### src/core/irq_timer_regs.vh
// Purpose: constants for the external interrupt and interval timer block
// Assumes: 4-bit nibble writes at documented port addresses
// Notes on behaviour
// RULE1: selected edge on an enabled pin latches a pending request.
// RULE2: core finishes its instruction before testing pending requests.
// RULE3: entry starts only if a request pends and global enable is set.
// RULE4: each external pin masks on its own, others unaffected.
// RULE5: reset loads pin control with F: both pins enabled, falling edge.
// RULE6: codes F..C enable both pins; bit1 high-prio edge, bit0 tone pin.
// RULE7: codes B, 7, 3 mask tone pin, high-prio pin, or both; falling.
// RULE8: bit 2 clear, bits 1,0 not both set: tone pin output, masked, bits1:0 pick level.
// RULE9: tone output toggles at crystal divided by 8 or 16.
// RULE10: all pin functions come from one nibble at port 6.
// RULE11: interval timer is a 15-stage crystal-clocked divider, two muxes.
// RULE12: slow interval raises level 5, fast interval level 6.
// RULE13: timer control powers up at F; F resets and holds prescaler.
// RULE14: codes 7..0 at port 15 pick slow rate 2^8..2^15; 8 reserved.
// RULE15: slow interval has no own mask; only prescaler reset stops it.
// RULE16: codes D..9 pick fast rate 2^3..2^11; E disables fast only.
// RULE17: fast tap mux powers up disabled.
// RULE18: fast rate set with no slow rate chosen gives slow 128 Hz.
// RULE19: high-prio pin raises level 7, tone pin level 2.
// RULE20: tone divide select is an outside input, reset to divide-by-8.
// RULE21: pin codes 4, 5, 6 mask tone pin, keep edge and function.
`ifndef IRQ_TIMER_REGS_VH
`define IRQ_TIMER_REGS_VH
`define PIN_CTRL_ADDR      4'h6
`define RATE_CTRL_ADDR     4'hf
`define PIN_CTRL_RESET     4'hf
`define RATE_CTRL_RESET    4'hf
`define RATE_DISABLE_FAST  4'he
`define RATE_RESERVED      4'h8
`define RATE_SLOW_DEFAULT  3'h7
`define PRESCALER_STAGES   15
`define SLOW_BASE_STAGE    7
`define XTAL_FREQ_HZ       32768
`define CLOCK_FREQ_HZ      10000000
`define TONE_FN_HIGH       2'h2
`define TONE_FN_LOW        2'h1
`define TONE_FN_BUZZ       2'h0
`define TONE_FN_IRQ        2'h3
`endif

### src/core/edge_detector.v
// Purpose: selectable edge detect on one synchronous input pin
// Assumes: pin already synchronous to clock
// Notes: pulse one cycle on the chosen edge
`default_nettype none
module edge_detector
(
  // clock and reset
  input  wire clock,
  input  wire rst,
  // pin and selection
  input  wire pin,
  input  wire falling,
  // result
  output wire hit
);
  reg last;
  reg armed;

  // armed keeps the first cycle after reset quiet, whatever the pin level
  always @(posedge clock or posedge rst)
  begin
    if (rst)
    begin
      last  <= 1'b1;
      armed <= 1'b0;
    end
    else
    begin
      last  <= pin;
      armed <= 1'b1;
    end
  end

  assign hit = armed & (falling ? (last & ~pin) : (~last & pin));
endmodule // edge_detector
`default_nettype wire

### src/core/ext_irq_and_interval_timer.v
// Purpose: external interrupt pins, tone output and interval timer
// Assumes: crystal clock is a one-cycle enable pulse in the system clock
// Notes: pending requests are cleared by the core acknowledge inputs
`include "irq_timer_regs.vh"
`default_nettype none
module ext_irq_and_interval_timer
(
  // clock and reset
  input  wire       clock,
  input  wire       rst,
  // crystal tick, one cycle per crystal period
  input  wire       xtal_tick,
  // nibble write port
  input  wire       port_write,
  input  wire [3:0] port_addr,
  input  wire [3:0] port_data,
  // external pins
  input  wire       high_prio_irq_pin,
  input  wire       tone_capable_irq_pin_in,
  output reg        tone_capable_irq_pin_out,
  output reg        tone_capable_irq_pin_oe,
  // tone divide select, high picks divide-by-16
  input  wire       tone_div16,
  // core side
  input  wire       global_irq_enable,
  input  wire       instr_done,
  input  wire [7:0] pending_clear,
  output reg  [7:0] pending,
  output reg        irq_entry
);
  ////////////////////////////////////////////////////////////////////////
  reg        high_enable;
  reg        tone_enable;
  reg        high_falling;
  reg        tone_falling;
  reg [1:0]  tone_function;
  reg        slow_chosen;
  reg [2:0]  slow_sel;
  reg [2:0]  fast_sel;
  reg        fast_enable;
  reg        prescaler_hold;
  reg [`PRESCALER_STAGES-1:0] prescaler;
  reg [`PRESCALER_STAGES-1:0] next_prescaler;
  reg        tone_div_reg;
  wire       high_hit;
  wire       tone_hit;
  wire [3:0] pin_code;
  wire [3:0] rate_code;
  wire       pin_wr;
  wire       rate_wr;

  assign pin_wr    = port_write && port_addr == `PIN_CTRL_ADDR;   // [RULE10]
  assign rate_wr   = port_write && port_addr == `RATE_CTRL_ADDR;
  assign pin_code  = port_data;
  assign rate_code = port_data;

  ////////////////////////////////////////////////////////////////////////
  // pin control nibble
  always @(posedge clock or posedge rst)
  begin
    if (rst)
    begin
      high_enable   <= 1'b1;                                     // [RULE5]
      tone_enable   <= 1'b1;
      high_falling  <= 1'b1;
      tone_falling  <= 1'b1;
      tone_function <= `TONE_FN_IRQ;
    end
    else if (pin_wr)
    begin
      case (pin_code)
        4'hf, 4'he, 4'hd, 4'hc:
        begin
          // both pins enabled, edges from bits 1 and 0
          high_enable   <= 1'b1;                                 // [RULE6]
          tone_enable   <= 1'b1;
          high_falling  <= pin_code[1];
          tone_falling  <= pin_code[0];
          tone_function <= `TONE_FN_IRQ;
        end
        4'hb, 4'h7, 4'h3:
        begin
          // independent masks; edges go back to falling
          high_enable   <= pin_code[3];                          // [RULE7]
          tone_enable   <= pin_code[2];                          // [RULE4]
          high_falling  <= 1'b1;
          tone_falling  <= 1'b1;
          tone_function <= `TONE_FN_IRQ;
        end
        4'h6, 4'h5, 4'h4:
          // undefined codes only mask the tone pin
          tone_enable <= 1'b0;                                   // [RULE21]
        default:
        begin
          // output modes keep both edges untouched
          high_enable   <= pin_code[3];                          // [RULE8]
          tone_enable   <= 1'b0;
          tone_function <= pin_code[1:0];
        end
      endcase
    end
  end

  ////////////////////////////////////////////////////////////////////////
  // rate control nibble
  always @(posedge clock or posedge rst)
  begin
    if (rst)
    begin
      prescaler_hold <= 1'b1;                                    // [RULE13]
      fast_enable    <= 1'b0;                                    // [RULE17]
      fast_sel       <= 3'h0;
      slow_sel       <= `RATE_SLOW_DEFAULT;
      slow_chosen    <= 1'b0;
    end
    else if (rate_wr)
    begin
      if (rate_code == `RATE_CTRL_RESET)
        prescaler_hold <= 1'b1;                                  // [RULE13]
      else if (rate_code == `RATE_DISABLE_FAST)
      begin
        prescaler_hold <= 1'b0;
        fast_enable    <= 1'b0;                                  // [RULE16]
      end
      else if (rate_code[3] && rate_code != `RATE_RESERVED)
      begin
        prescaler_hold <= 1'b0;
        fast_enable    <= 1'b1;                                  // [RULE16]
        fast_sel       <= rate_code[2:0] - 3'h1;
        if (!slow_chosen)
          slow_sel <= `RATE_SLOW_DEFAULT;                        // [RULE18]
      end
      else if (!rate_code[3])
      begin
        prescaler_hold <= 1'b0;
        slow_sel       <= rate_code[2:0];                        // [RULE14]
        slow_chosen    <= 1'b1;
      end
    end
  end

  ////////////////////////////////////////////////////////////////////////
  // prescaler: slow tap 2^(8+7-code), fast tap 2^(3+2*(4-idx))
  always @*
  begin
    next_prescaler = prescaler + {{(`PRESCALER_STAGES-1){1'b0}}, 1'b1};
  end

  always @(posedge clock or posedge rst)
  begin
    if (rst)
      prescaler <= {`PRESCALER_STAGES{1'b0}};
    else if (prescaler_hold)
      prescaler <= {`PRESCALER_STAGES{1'b0}};                    // [RULE13]
    else if (xtal_tick)
      prescaler <= next_prescaler;                               // [RULE11]
  end

  // a tap wraps to zero when all bits below it are ones before the tick
  function tap_wrap;
    input [`PRESCALER_STAGES-1:0] value;
    input integer                  bits;
    integer i;
    begin
      tap_wrap = 1'b1;
      for (i = 0; i < `PRESCALER_STAGES; i = i + 1)
        if (i < bits && !value[i])
          tap_wrap = 1'b0;
    end
  endfunction

  wire slow_event;
  wire fast_event;
  assign slow_event = xtal_tick && !prescaler_hold &&
                      tap_wrap(prescaler, 15 - slow_sel);        // [RULE14] [RULE15]
  // fast_sel 4..0 stand for codes D..9
  assign fast_event = xtal_tick && !prescaler_hold && fast_enable &&
                      tap_wrap(prescaler, 11 - 2 * fast_sel);    // [RULE16]

  ////////////////////////////////////////////////////////////////////////
  edge_detector high_edge
  (
    .clock   (clock),
    .rst     (rst),
    .pin     (high_prio_irq_pin),
    .falling (high_falling),
    .hit     (high_hit)
  );

  edge_detector tone_edge
  (
    .clock   (clock),
    .rst     (rst),
    .pin     (tone_capable_irq_pin_in),
    .falling (tone_falling),
    .hit     (tone_hit)
  );

  ////////////////////////////////////////////////////////////////////////
  // pending register; a new request wins over a same-cycle clear
  always @(posedge clock or posedge rst)
  begin
    if (rst)
      pending <= 8'h00;
    else
    begin
      pending <= (pending & ~pending_clear) |
                 {high_hit && high_enable,                       // [RULE1] [RULE19]
                  fast_event,                                    // [RULE12]
                  slow_event,
                  2'b00,
                  tone_hit && tone_enable && tone_function == `TONE_FN_IRQ,
                  2'b00};
    end
  end

  // sampled at instruction boundaries only
  always @(posedge clock or posedge rst)
  begin
    if (rst)
      irq_entry <= 1'b0;
    else
      irq_entry <= instr_done && global_irq_enable &&            // [RULE2]
                   (pending != 8'h00);                           // [RULE3]
  end

  ////////////////////////////////////////////////////////////////////////
  // tone output; select registered one clock, so a mid-period change switches taps at once
  always @(posedge clock or posedge rst)
  begin
    if (rst)
      tone_div_reg <= 1'b0;                                      // [RULE20]
    else
      tone_div_reg <= tone_div16;
  end

  always @(posedge clock or posedge rst)
  begin
    if (rst)
    begin
      tone_capable_irq_pin_out <= 1'b0;
      tone_capable_irq_pin_oe  <= 1'b0;
    end
    else
    begin
      tone_capable_irq_pin_oe <= tone_function != `TONE_FN_IRQ;  // [RULE8]
      case (tone_function)
        `TONE_FN_HIGH: tone_capable_irq_pin_out <= 1'b1;
        `TONE_FN_LOW:  tone_capable_irq_pin_out <= 1'b0;
        // square wave period 8 or 16 crystal cycles
        `TONE_FN_BUZZ: tone_capable_irq_pin_out <= tone_div_reg ?
                                                   prescaler[3] :
                                                   prescaler[2]; // [RULE9]
        default:       tone_capable_irq_pin_out <= 1'b0;
      endcase
    end
  end
endmodule // ext_irq_and_interval_timer
`default_nettype wire

### config.mk
export PLATFORM = sky130hd
export DESIGN_NAME = ext_irq_and_interval_timer
export DESIGN_NICKNAME = d
export VERILOG_FILES = /design/src/core/edge_detector.v /design/src/core/ext_irq_and_interval_timer.v
export VERILOG_INCLUDE_DIRS = /design/src /design/src/core
export SDC_FILE = /design/constraint.sdc
export NUM_CORES = 1
export LEC_CHECK = 0
export BUFFER_PORTS_ARGS = -buffer_cell sky130_fd_sc_hd__clkbuf_2
export CORE_UTILIZATION = 45
export CTS_BUF_LIST = sky130_fd_sc_hd__clkbuf_4 sky130_fd_sc_hd__clkbuf_8 sky130_fd_sc_hd__clkbuf_16
export CTS_CLUSTER_DIAMETER = 200
export DETAILED_ROUTE_END_ITERATION = 8
export PLACE_DENSITY = 0.72
export SLEW_MARGIN = 30
export SYNTH_ARGS = -nofsm -noshare
export SYNTH_HDL_FRONTEND = slang
export SYNTH_SLANG_ARGS = --single-unit
### constraint.sdc
create_clock -name clock -period 1.9 [get_ports clock]
set_clock_uncertainty 0.05 [all_clocks]
set_input_delay 0.19 -clock clock [delete_from_list [all_inputs] [get_ports clock]]
set_output_delay 0.19 -clock clock [all_outputs]
set_load 0.02 [all_outputs]
# Yosys cells after proc, flatten, opt, wreduce, memory -nomap -nowiden
# Cells that the tools add are included.
# word_totals
latch_bits,0
ram_bits,0
n_memories,0
romBits,0
regBits,45
output_inout_bits,11
inputBits,25
# op_classes
div_mod_pow,0
n_mul,0
n_mux,50
addsub,4
shift,0
reduce_logical,74
order_cmp,30
n_eq_ne,19
n_bitwise,18
# ops
op,n
"< comparator 5 bit, first input constant",14
logical AND 1 bit,42
"< comparator 4 x 5 -> 1 bit, first input constant",8
2-to-1 mux 1 bit,39
2-to-1 mux 15 bit,2
"equality test 4 bit, second input constant",6
"equality test 4 x 3 -> 1 bit, second input constant",5
"< comparator 3 x 5 -> 1 bit, first input constant",4
zero test 1 bit,16
"adder 15 x 1 -> 15 bit, second input constant",1
"< comparator 1 x 5 -> 1 bit, first input constant",2
"< comparator 2 x 5 -> 1 bit, first input constant",2
case mux 1 bit (2 select lines),5
AND reduction 5 bit,2
2-to-1 mux 3 bit,3
inverter 1 bit,9
bitwise AND 8 bit,1
inverter 8 bit,1
OR 8 bit,1
nonzero test 8 bit,1
OR reduction 7 bit,1
bitwise AND 1 bit,6
AND reduction 2 bit,3
nonzero test 2 bit,3
other kinds (15),18

# Logic depth before layout (Yosys ltp)
# Gate-level depths: netlist of the first run.
# depth
word_depth,20
depth_mapped,6
ltp_nobuf,6

# Cells and area by module
# From an unflattened synthesis of the first run, not the netlist that was laid out.
# hier_totals
hier_cells,241
hier_area_um2,2351.0
# modules_own_cells
module,n_inst,area_per_inst_um2,cells_per_inst
ext_irq_and_interval_timer,1,2185.8,227
edge_detector,2,82.6,7

# Least setup slack after synthesis of the first run
# Ideal clock, no wire load.
# synth_timing
path_type,input-to-reg
startpoint,input port_data[0]
endpoint,register fast_sel[2]
path_slack_ns,0.292
t_required_ns,1.712
t_arrival_ns,1.420
n_path_buf,0
cell_stages,5
path_cell_list,ha_1 -> or2_1 -> or4_4 -> o21ai_0 -> a221oi_2
# synth_between
elab_chain_len,3
elab_cells_between_ends,8
cone_classes,1 x add/sub; 3 x eq/ne; 2 x bitwise; 2 x reduce/logical
# synth_rtl
element,line,rtl
"start, declared",ext_irq_and_interval_timer.v:16,"input wire [3:0] port_data,"
!= test 4 bit (no line) / equality test 4 bit (equally long branches),--,
logical AND 1 bit (no line) / inverter 1 bit (equally long branches),--,
AND reduction 4 bit (no line),--,
"end signal, assigned",ext_irq_and_interval_timer.v:129,fast_sel <= rate_code[2:0] - 3'h1;
"end, declared",ext_irq_and_interval_timer.v:39,reg [2:0] fast_sel;
# Several ways; a longest one is shown, not always the timed one.
# A chain may end at the register's enable or synchronous reset.

# Worst setup path in the final report of the first run
# layout_timing
startpoint,register fast_sel[1]
endpoint,register pending[6]
# layout_between
elab_chain_len,20
elab_cells_between_ends,48
cone_classes,1 x add/sub; 15 x order compare; 15 x mux; 1 x bitwise; 16 x reduce/logical
# layout_rtl
element,line,rtl
subtractor 4 x 4 -> 5 bit (*),ext_irq_and_interval_timer.v:178,"tap_wrap(prescaler, 11 - 2 * fast_sel);"
< comparator 1 x 5 -> 1 bit,ext_irq_and_interval_timer.v:167,if (i < bits && !value[i])
logical AND 1 bit,ext_irq_and_interval_timer.v:167,
2-to-1 mux 1 bit (14 in series),ext_irq_and_interval_timer.v:167,
2-to-1 mux 1 bit (*),ext_irq_and_interval_timer.v:167,
logical AND 1 bit (*),ext_irq_and_interval_timer.v:177,assign fast_event = xtal_tick && !prescaler_hold && fast_enable &&
OR 8 bit (*),ext_irq_and_interval_timer.v:207,pending <= (pending & ~pending_clear) |
"end signal, assigned",ext_irq_and_interval_timer.v:207,
"end, declared",ext_irq_and_interval_timer.v:28,"output reg [7:0] pending,"
# Mark *: on every way between the ends. The rest lies on a longest branch, timed or not.

==> results of run 1 <==
-- synthesized netlist by cell type, types with 2 or more instances --
library cell | number | share of area, %
nand4_1 | 6 | 1.6
dfrtp_1 | 33 | 35
xor2_1 | 5 | 1.9
or2_2 | 2 | 0.53
a21oi_1 | 13 | 2.8
ha_1 | 10 | 5.3
clkbuf_1 | 4 | 0.64
buf_6 | 2 | 0.96
mux2i_1 | 3 | 1.3
o22ai_1 | 2 | 0.53
a211oi_1 | 3 | 0.96
and3_1 | 2 | 0.53
a21o_1 | 2 | 0.64
o21ai_0 | 10 | 2.1
dfstp_2 | 12 | 13
inv_1 | 15 | 2.4
and4_1 | 2 | 0.75
and2_1 | 2 | 0.53
o2111ai_1 | 2 | 0.75
nor3_1 | 2 | 0.43
o32ai_1 | 2 | 0.75
mux2_2 | 2 | 0.96
nand3_1 | 6 | 1.3
nor2_1 | 26 | 4.2
nor2b_1 | 9 | 2.4
nand2_1 | 20 | 3.2
xnor2_1 | 4 | 1.5
or3_1 | 2 | 0.53
o32a_1 | 3 | 1.3
o22a_1 | 2 | 0.75
nor4_1 | 4 | 1.1
-- worst paths after layout --
kind                                  end  slack [ps]  cells after the start
max in group asynchronous  prescaler_hold         830                      4
setup reg to reg               pending[6]         200                      6
hold reg to reg               slow_chosen         440                      1
min in group asynchronous      pending[0]         380                      3
hold / removal                 pending[7]          20                      2
setup / recovery               pending[6]         200                      6
-- kinds of logic (layout without fill, tap and decap cells) --
group,count (synthesis),after routing
buf+inv,23,71
xor+xnor,9,9
simple gates,93,93
flops,45,45
mux,5,5
other cells,1,1
compound gates,51,51
fa+ha+maj,10,10
-- worst max-delay path, stage by stage, from the launching register on --
cell      delay (ps)
dfrtp_1          440
inv_1            120
ha_1             320
inv_1             70
nor2_1           140
a221oi_1         120
o41ai_1          340
-- metal layers --
metal / up-vias / global-route usage (%) / wire length [um]
met3: 7 / 4.07 / 179
met2: 43 / 31.1 / 2280
met5: - / 0 / 0
met4: 0 / 6.08 / 53
met1: 905 / 28.5 / 2500
li1: 935 / - / -
-- power by group --
group / internal (uW) / switching (uW) / leakage (uW)
Clock: 352 / 310 / 0.0000568
Combinational: 277 / 301 / 0.000664
Sequential: 1150 / 188 / 0.000557
Total: 1780 / 798 / 0.00128
-- area by class of cell --
class / instances / area, um^2 / area share [%]
clock buffer: 7 / 101 / 3.63
clock inverter: 1 / 5.00 / 0.179
inverter: 15 / 56.3 / 2.01
multi-input combinational: 169 / 1100 / 39.4
sequential: 45 / 1140 / 40.8
tap: 67 / 83.8 / 3.00
timing repair buffer: 48 / 305 / 10.9
-- through the flow --
stage          area, um^2  utilization, %  cells
4_1_cts              2800            57.3    352
3_5_place_dp         2610            53.5    336
3_3_place_gp         2610            53.5    336
2_1_floorplan        2350               -    237
6_report             2800            57.3    352
5_1_grt              2800            57.3    352
==> flow_summary_export.csv, run 1 <==
group,metric,value,unit
clocking,clockRootBuffer,"clkbuf_8",
power,cellPowerDensity,921,mW/mm^2
setup_path,criticalPathCategory,"flip-flop to flip-flop",
die,io_pins,36,
clocking,cts_hold_buffers,8,
die,die_w,74.3,um
yosys,synthSimpleGateAreaFrac,20.6,%
power,total_power,2570,uW
setup_path,path_max_fanout,6,
clocking,cts_buffer_depth,2,
yosys,syn_avg_cell_area,9.91,um^2
clocking,clock_sinks,45,
finish,fin_nets,319,
finish,n_fill_cell,432,
yosys,netlist_area,0.00235,mm^2
die,initial_core_util,48.2,%
placement,dpl_worst_slack,15.9,ps
setup_path,required,2040,ps
timing,setup_viol,0,
timing,hold_slack,20.0,ps
die,core,0.00488,mm^2
yosys,synth_ff_type,"dfrtp_1",
die,dieHeight,74.3,um
yosys,synth_seq_cells,45,
yosys,netlist_instances,237,
clocking,postCtsSetupRepairBufs,0,
timing,fin_crit,1700,ps
global_route,gr-total-overflow,0,
finish,top_register,"prescaler",
setup_path,worst_setup_path_start_kind,"flip-flop",
global_route,globalRouteTotalUtil,20.1,%
timing,fmax,588,MHz
yosys,ys_seq_area_share,48.6,%
power,peakVddDrop,582,uV
die,num_rows,25,
hold_path,hold_path.class,"primary input to flip-flop",
setup_path,crit_start,"fast_sel[1]",
routing,postRouteWirelength,5020,um
routing,ant_nets,0,
finish,area_growth,19.0,%
yosys,synthXorXnorAreaFrac,3.35,%
global_route,antenna_found_initial,0,
timing,grt_setup_unrepaired,"no",
clocking,post_cts_resized,0,
timing,worstMarginPinSlew,658,ps
yosys,synth_edf_count,0,
die,design.die.area,0.00551,mm^2
routing,via_count,1890,
placement,port_buffers,35,
yosys,synthAdderAreaFrac,5.32,%
power,p_leak,0.00128,uW
finish,drive_gt1_share,25.3,%
setup_path,worstReg2RegStart,"fast_sel[1]",
clocking,numCtsBuffers,5,
clocking,clk-insertion-delay-late,290,ps
timing,period_share,89.5,%
yosys,muxShareOfSynthArea,2.24,%
setup_path,cp-end-kind,"flip-flop",
finish,layout_commonest_cell,"clkbuf_2",
status,status,"completed",
setup_path,critical_path_arrival,1840,ps
timing,slew_headroom,55.9,%
finish,antennaDiodeCount,0,
finish,largest_reg_flops,15,
routing,wl_per_cell,14.3,um
yosys,synth_compound_area_share,15.3,%
placement,gp_congestion,0.880,
global_route,grt_pass1_vias,1815,
finish,layout.cells.most_common_list,"35 x clkbuf_2, 33 x dfrtp_1, 26 x nor2_1, 20 x nand2_1, 14 x inv_1",
routing,dr.pass1.iters,4,
routing,vias_per_cell,5.37,
yosys,yosysUniqueCellTypes,56,
placement,dp_hpwl,3700,um
global_route,grt_max_degree,30,
yosys,async_reset_ff_share,100,%
yosys,ys_warn_count,0,
timing,setup_slack,200,ps
flow_run,maxCapViolCount,0,
timing,setup-tns-final,0,ps
yosys,synth_top_family_by_area,"simple AND/OR/NAND/NOR gates",
global_route,grt_first_pass_wirelength,8370,um
routing,drtIter0Drc,100,
finish,top_regs,"prescaler: 15 flops, pending: 8 flops",
clocking,htreeDepth,2,
timing,final_max_slew_viol_count,0,
timing,hold_violations,0,
hold_path,min_from,"pending_clear[7]",
yosys,syn_nets,272,
clocking,clk_pin_slew_worst_paths,80,ps
clocking,cts_tree,"done",
routing,drc,0,
(Power assumes the default switching activity.)
==> run 2: changes to the inputs <==
==> constraint.sdc (replaced) <==
create_clock -name clock -period 1.9 [get_ports clock]
set_clock_uncertainty 0.05 [all_clocks]
set_input_delay 0.475 -clock clock [delete_from_list [all_inputs] [get_ports clock]]
set_output_delay 0.475 -clock clock [all_outputs]
set_load 0.02 [all_outputs]
==> run 2 against run 1 <==
Effect of this change:
- worst hold slack improved by 99 ps
- flip-flop and latch count unchanged
- critical endpoint is now fast_sel[2]
- wire length down 3.3%
- core utilization is 0.26 points lower
- final area is 0.45% lower
- clock power up 8.2%
- sequential power about the same
==> flow_summary_export.csv, run 2 (synthesized netlist as in run 1, its figures left out) <==
group,metric,value,unit
setup_path,reg2reg_slack,130,ps
finish,stdcell_area,0.00278,mm^2
clocking,clk_pin_slew_worst_paths,80,ps
finish,top_register,"prescaler",
clocking,post_cts_resized,0,
finish,area_growth,18.4,%
finish,layout_commonest_cell,"clkbuf_2",
finish,largest_reg_flops,15,
die,die_w,74.3,um
power,p_leak,0.00129,uW
finish,fin_nets,321,
finish,top_regs,"prescaler: 15 flops, pending: 8 flops",
setup_path,reg2regPathDepth,5,
die,dieHeight,74.3,um
global_route,gr-total-overflow,0,
die,initial_core_util,48.2,%
setup_path,cp-end-kind,"flip-flop",
placement,port_buffers,35,
timing,final_max_slew_viol_count,0,
setup_path,criticalPathCategory,"primary input to flip-flop",
power,peakVddDrop,514,uV
die,core,0.00488,mm^2
die,io_pins,36,
global_route,grt_max_degree,29,
routing,ant_nets,0,
timing,fmax,559,MHz
setup_path,worstReg2RegStart,"prescaler[0]",
clocking,clk-insertion-delay-late,290,ps
power,cellPowerDensity,934,mW/mm^2
timing,hold_violations,0,
flow_run,maxCapViolCount,0,
clocking,cts_tree,"done",
placement,dpl_cell_area,0.00267,mm^2
placement,gp_congestion,0.863,
clocking,clockRootBuffer,"clkbuf_8",
timing,hold_slack,119,ps
timing,setup_viol,0,
clocking,numCtsBuffers,5,
status,status,"completed",
setup_path,critical_path_arrival,1900,ps
global_route,globalRouteTotalUtil,19.1,%
finish,antennaDiodeCount,0,
power,total_power,2600,uW
routing,wl_per_cell,13.7,um
clocking,cts_buffer_depth,2,
routing,dr.pass1.iters,4,
routing,postRouteWirelength,4850,um
timing,period_share,94.1,%
clocking,postCtsSetupRepairBufs,0,
global_route,grt_pass1_vias,1721,
die,num_rows,25,
placement,dp_hpwl,3710,um
routing,drc,0,
clocking,cts_hold_buffers,0,
timing,setup-tns-final,0,ps
hold_path,hold_path.class,"primary input to async pin",
routing,vias_per_cell,5.29,
global_route,antenna_found_initial,0,
die,design.die.area,0.00551,mm^2
finish,layout.cells.most_common_list,"35 x clkbuf_2, 33 x dfrtp_1, 26 x nor2_1, 20 x nand2_1, 15 x buf_4",
timing,grt_setup_unrepaired,"no",
clocking,clock_sinks,45,
global_route,grt_first_pass_wirelength,8020,um
clocking,htreeDepth,2,
setup_path,path_max_fanout,3,
setup_path,worst_setup_path_start_kind,"primary input",
timing,fin_crit,1790,ps
setup_path,required,2010,ps
finish,drive_gt1_share,28.6,%
setup_path,rr_endpoint,"prescaler[14]",
routing,via_count,1871,
routing,drtIter0Drc,96,
==> run 2: cell count changes in the layout (fill, tap and decap cells not counted) <==
cell           previous run  this run
buf_4                     4        15
bufinv_16                 0         1
buf_12                    1         0
dlygate4sd3_1             8         0
clkbuf_16                 1         0
==> run 2: final cells by class <==
class,instances,area [um^2]
flip-flops and latches,45,1140
clock inverters,2,35.0
repair buffers,50,288
fillers,458,2100
multi-input cells,169,1100
well taps,67,83.8
clock buffers,6,76.3
inverters,15,56.3
==> run 2: power breakdown <==
group | leakage, uW | internal, uW | switching (uW)
registers | 0.000557 | 1150 | 193
clock network | 0.0000586 | 405 | 311
logic | 0.000675 | 264 | 282
==> run 2: worst max-delay path, stage by stage <==
cell and delay [ps]:
clkbuf_2 110, inv_1 80, ha_1 210, or2_1 240, or4_4 490, o21ai_0 210
a221oi_2 80
==> run 2: per-stage QoR <==
step,std cells,util (%),worst slack [ps]
2_1_floorplan,237,-,6.91
3_3_place_gp,346,54.7,-145
3_5_place_dp,346,54.7,-198
4_1_cts,354,57.0,109
5_1_grt,354,57.0,6.72
6_report,354,57.0,112
==> run 2: routing by layer <==
metal  vias to the layer above  track usage (%)  share of wire (%)
li1                        941                -                  -
met5                         -                0                  0
met2                        46             28.3                 46
met4                         0             4.40               0.23
met1                       882             27.8                 50
met3                         2             5.28                3.9
==> run 2: worst max path at each step <==
| stage | start | to | cells after the start | slack, ps |
|---|---|---|---|---|
| final | port_data[0] | fast_sel[2] | 7 | 110 |
| after global routing | prescaler[0] | prescaler[14] | 5 | 7 |
| after CTS | port_data[0] | fast_sel[2] | 7 | 110 |
| after detailed placement | port_data[0] | fast_sel[2] | 7 | -200 |
| after global placement | port_data[0] | fast_sel[2] | 7 | -150 |
| after floorplan | port_data[0] | fast_sel[2] | 5 | 7 |
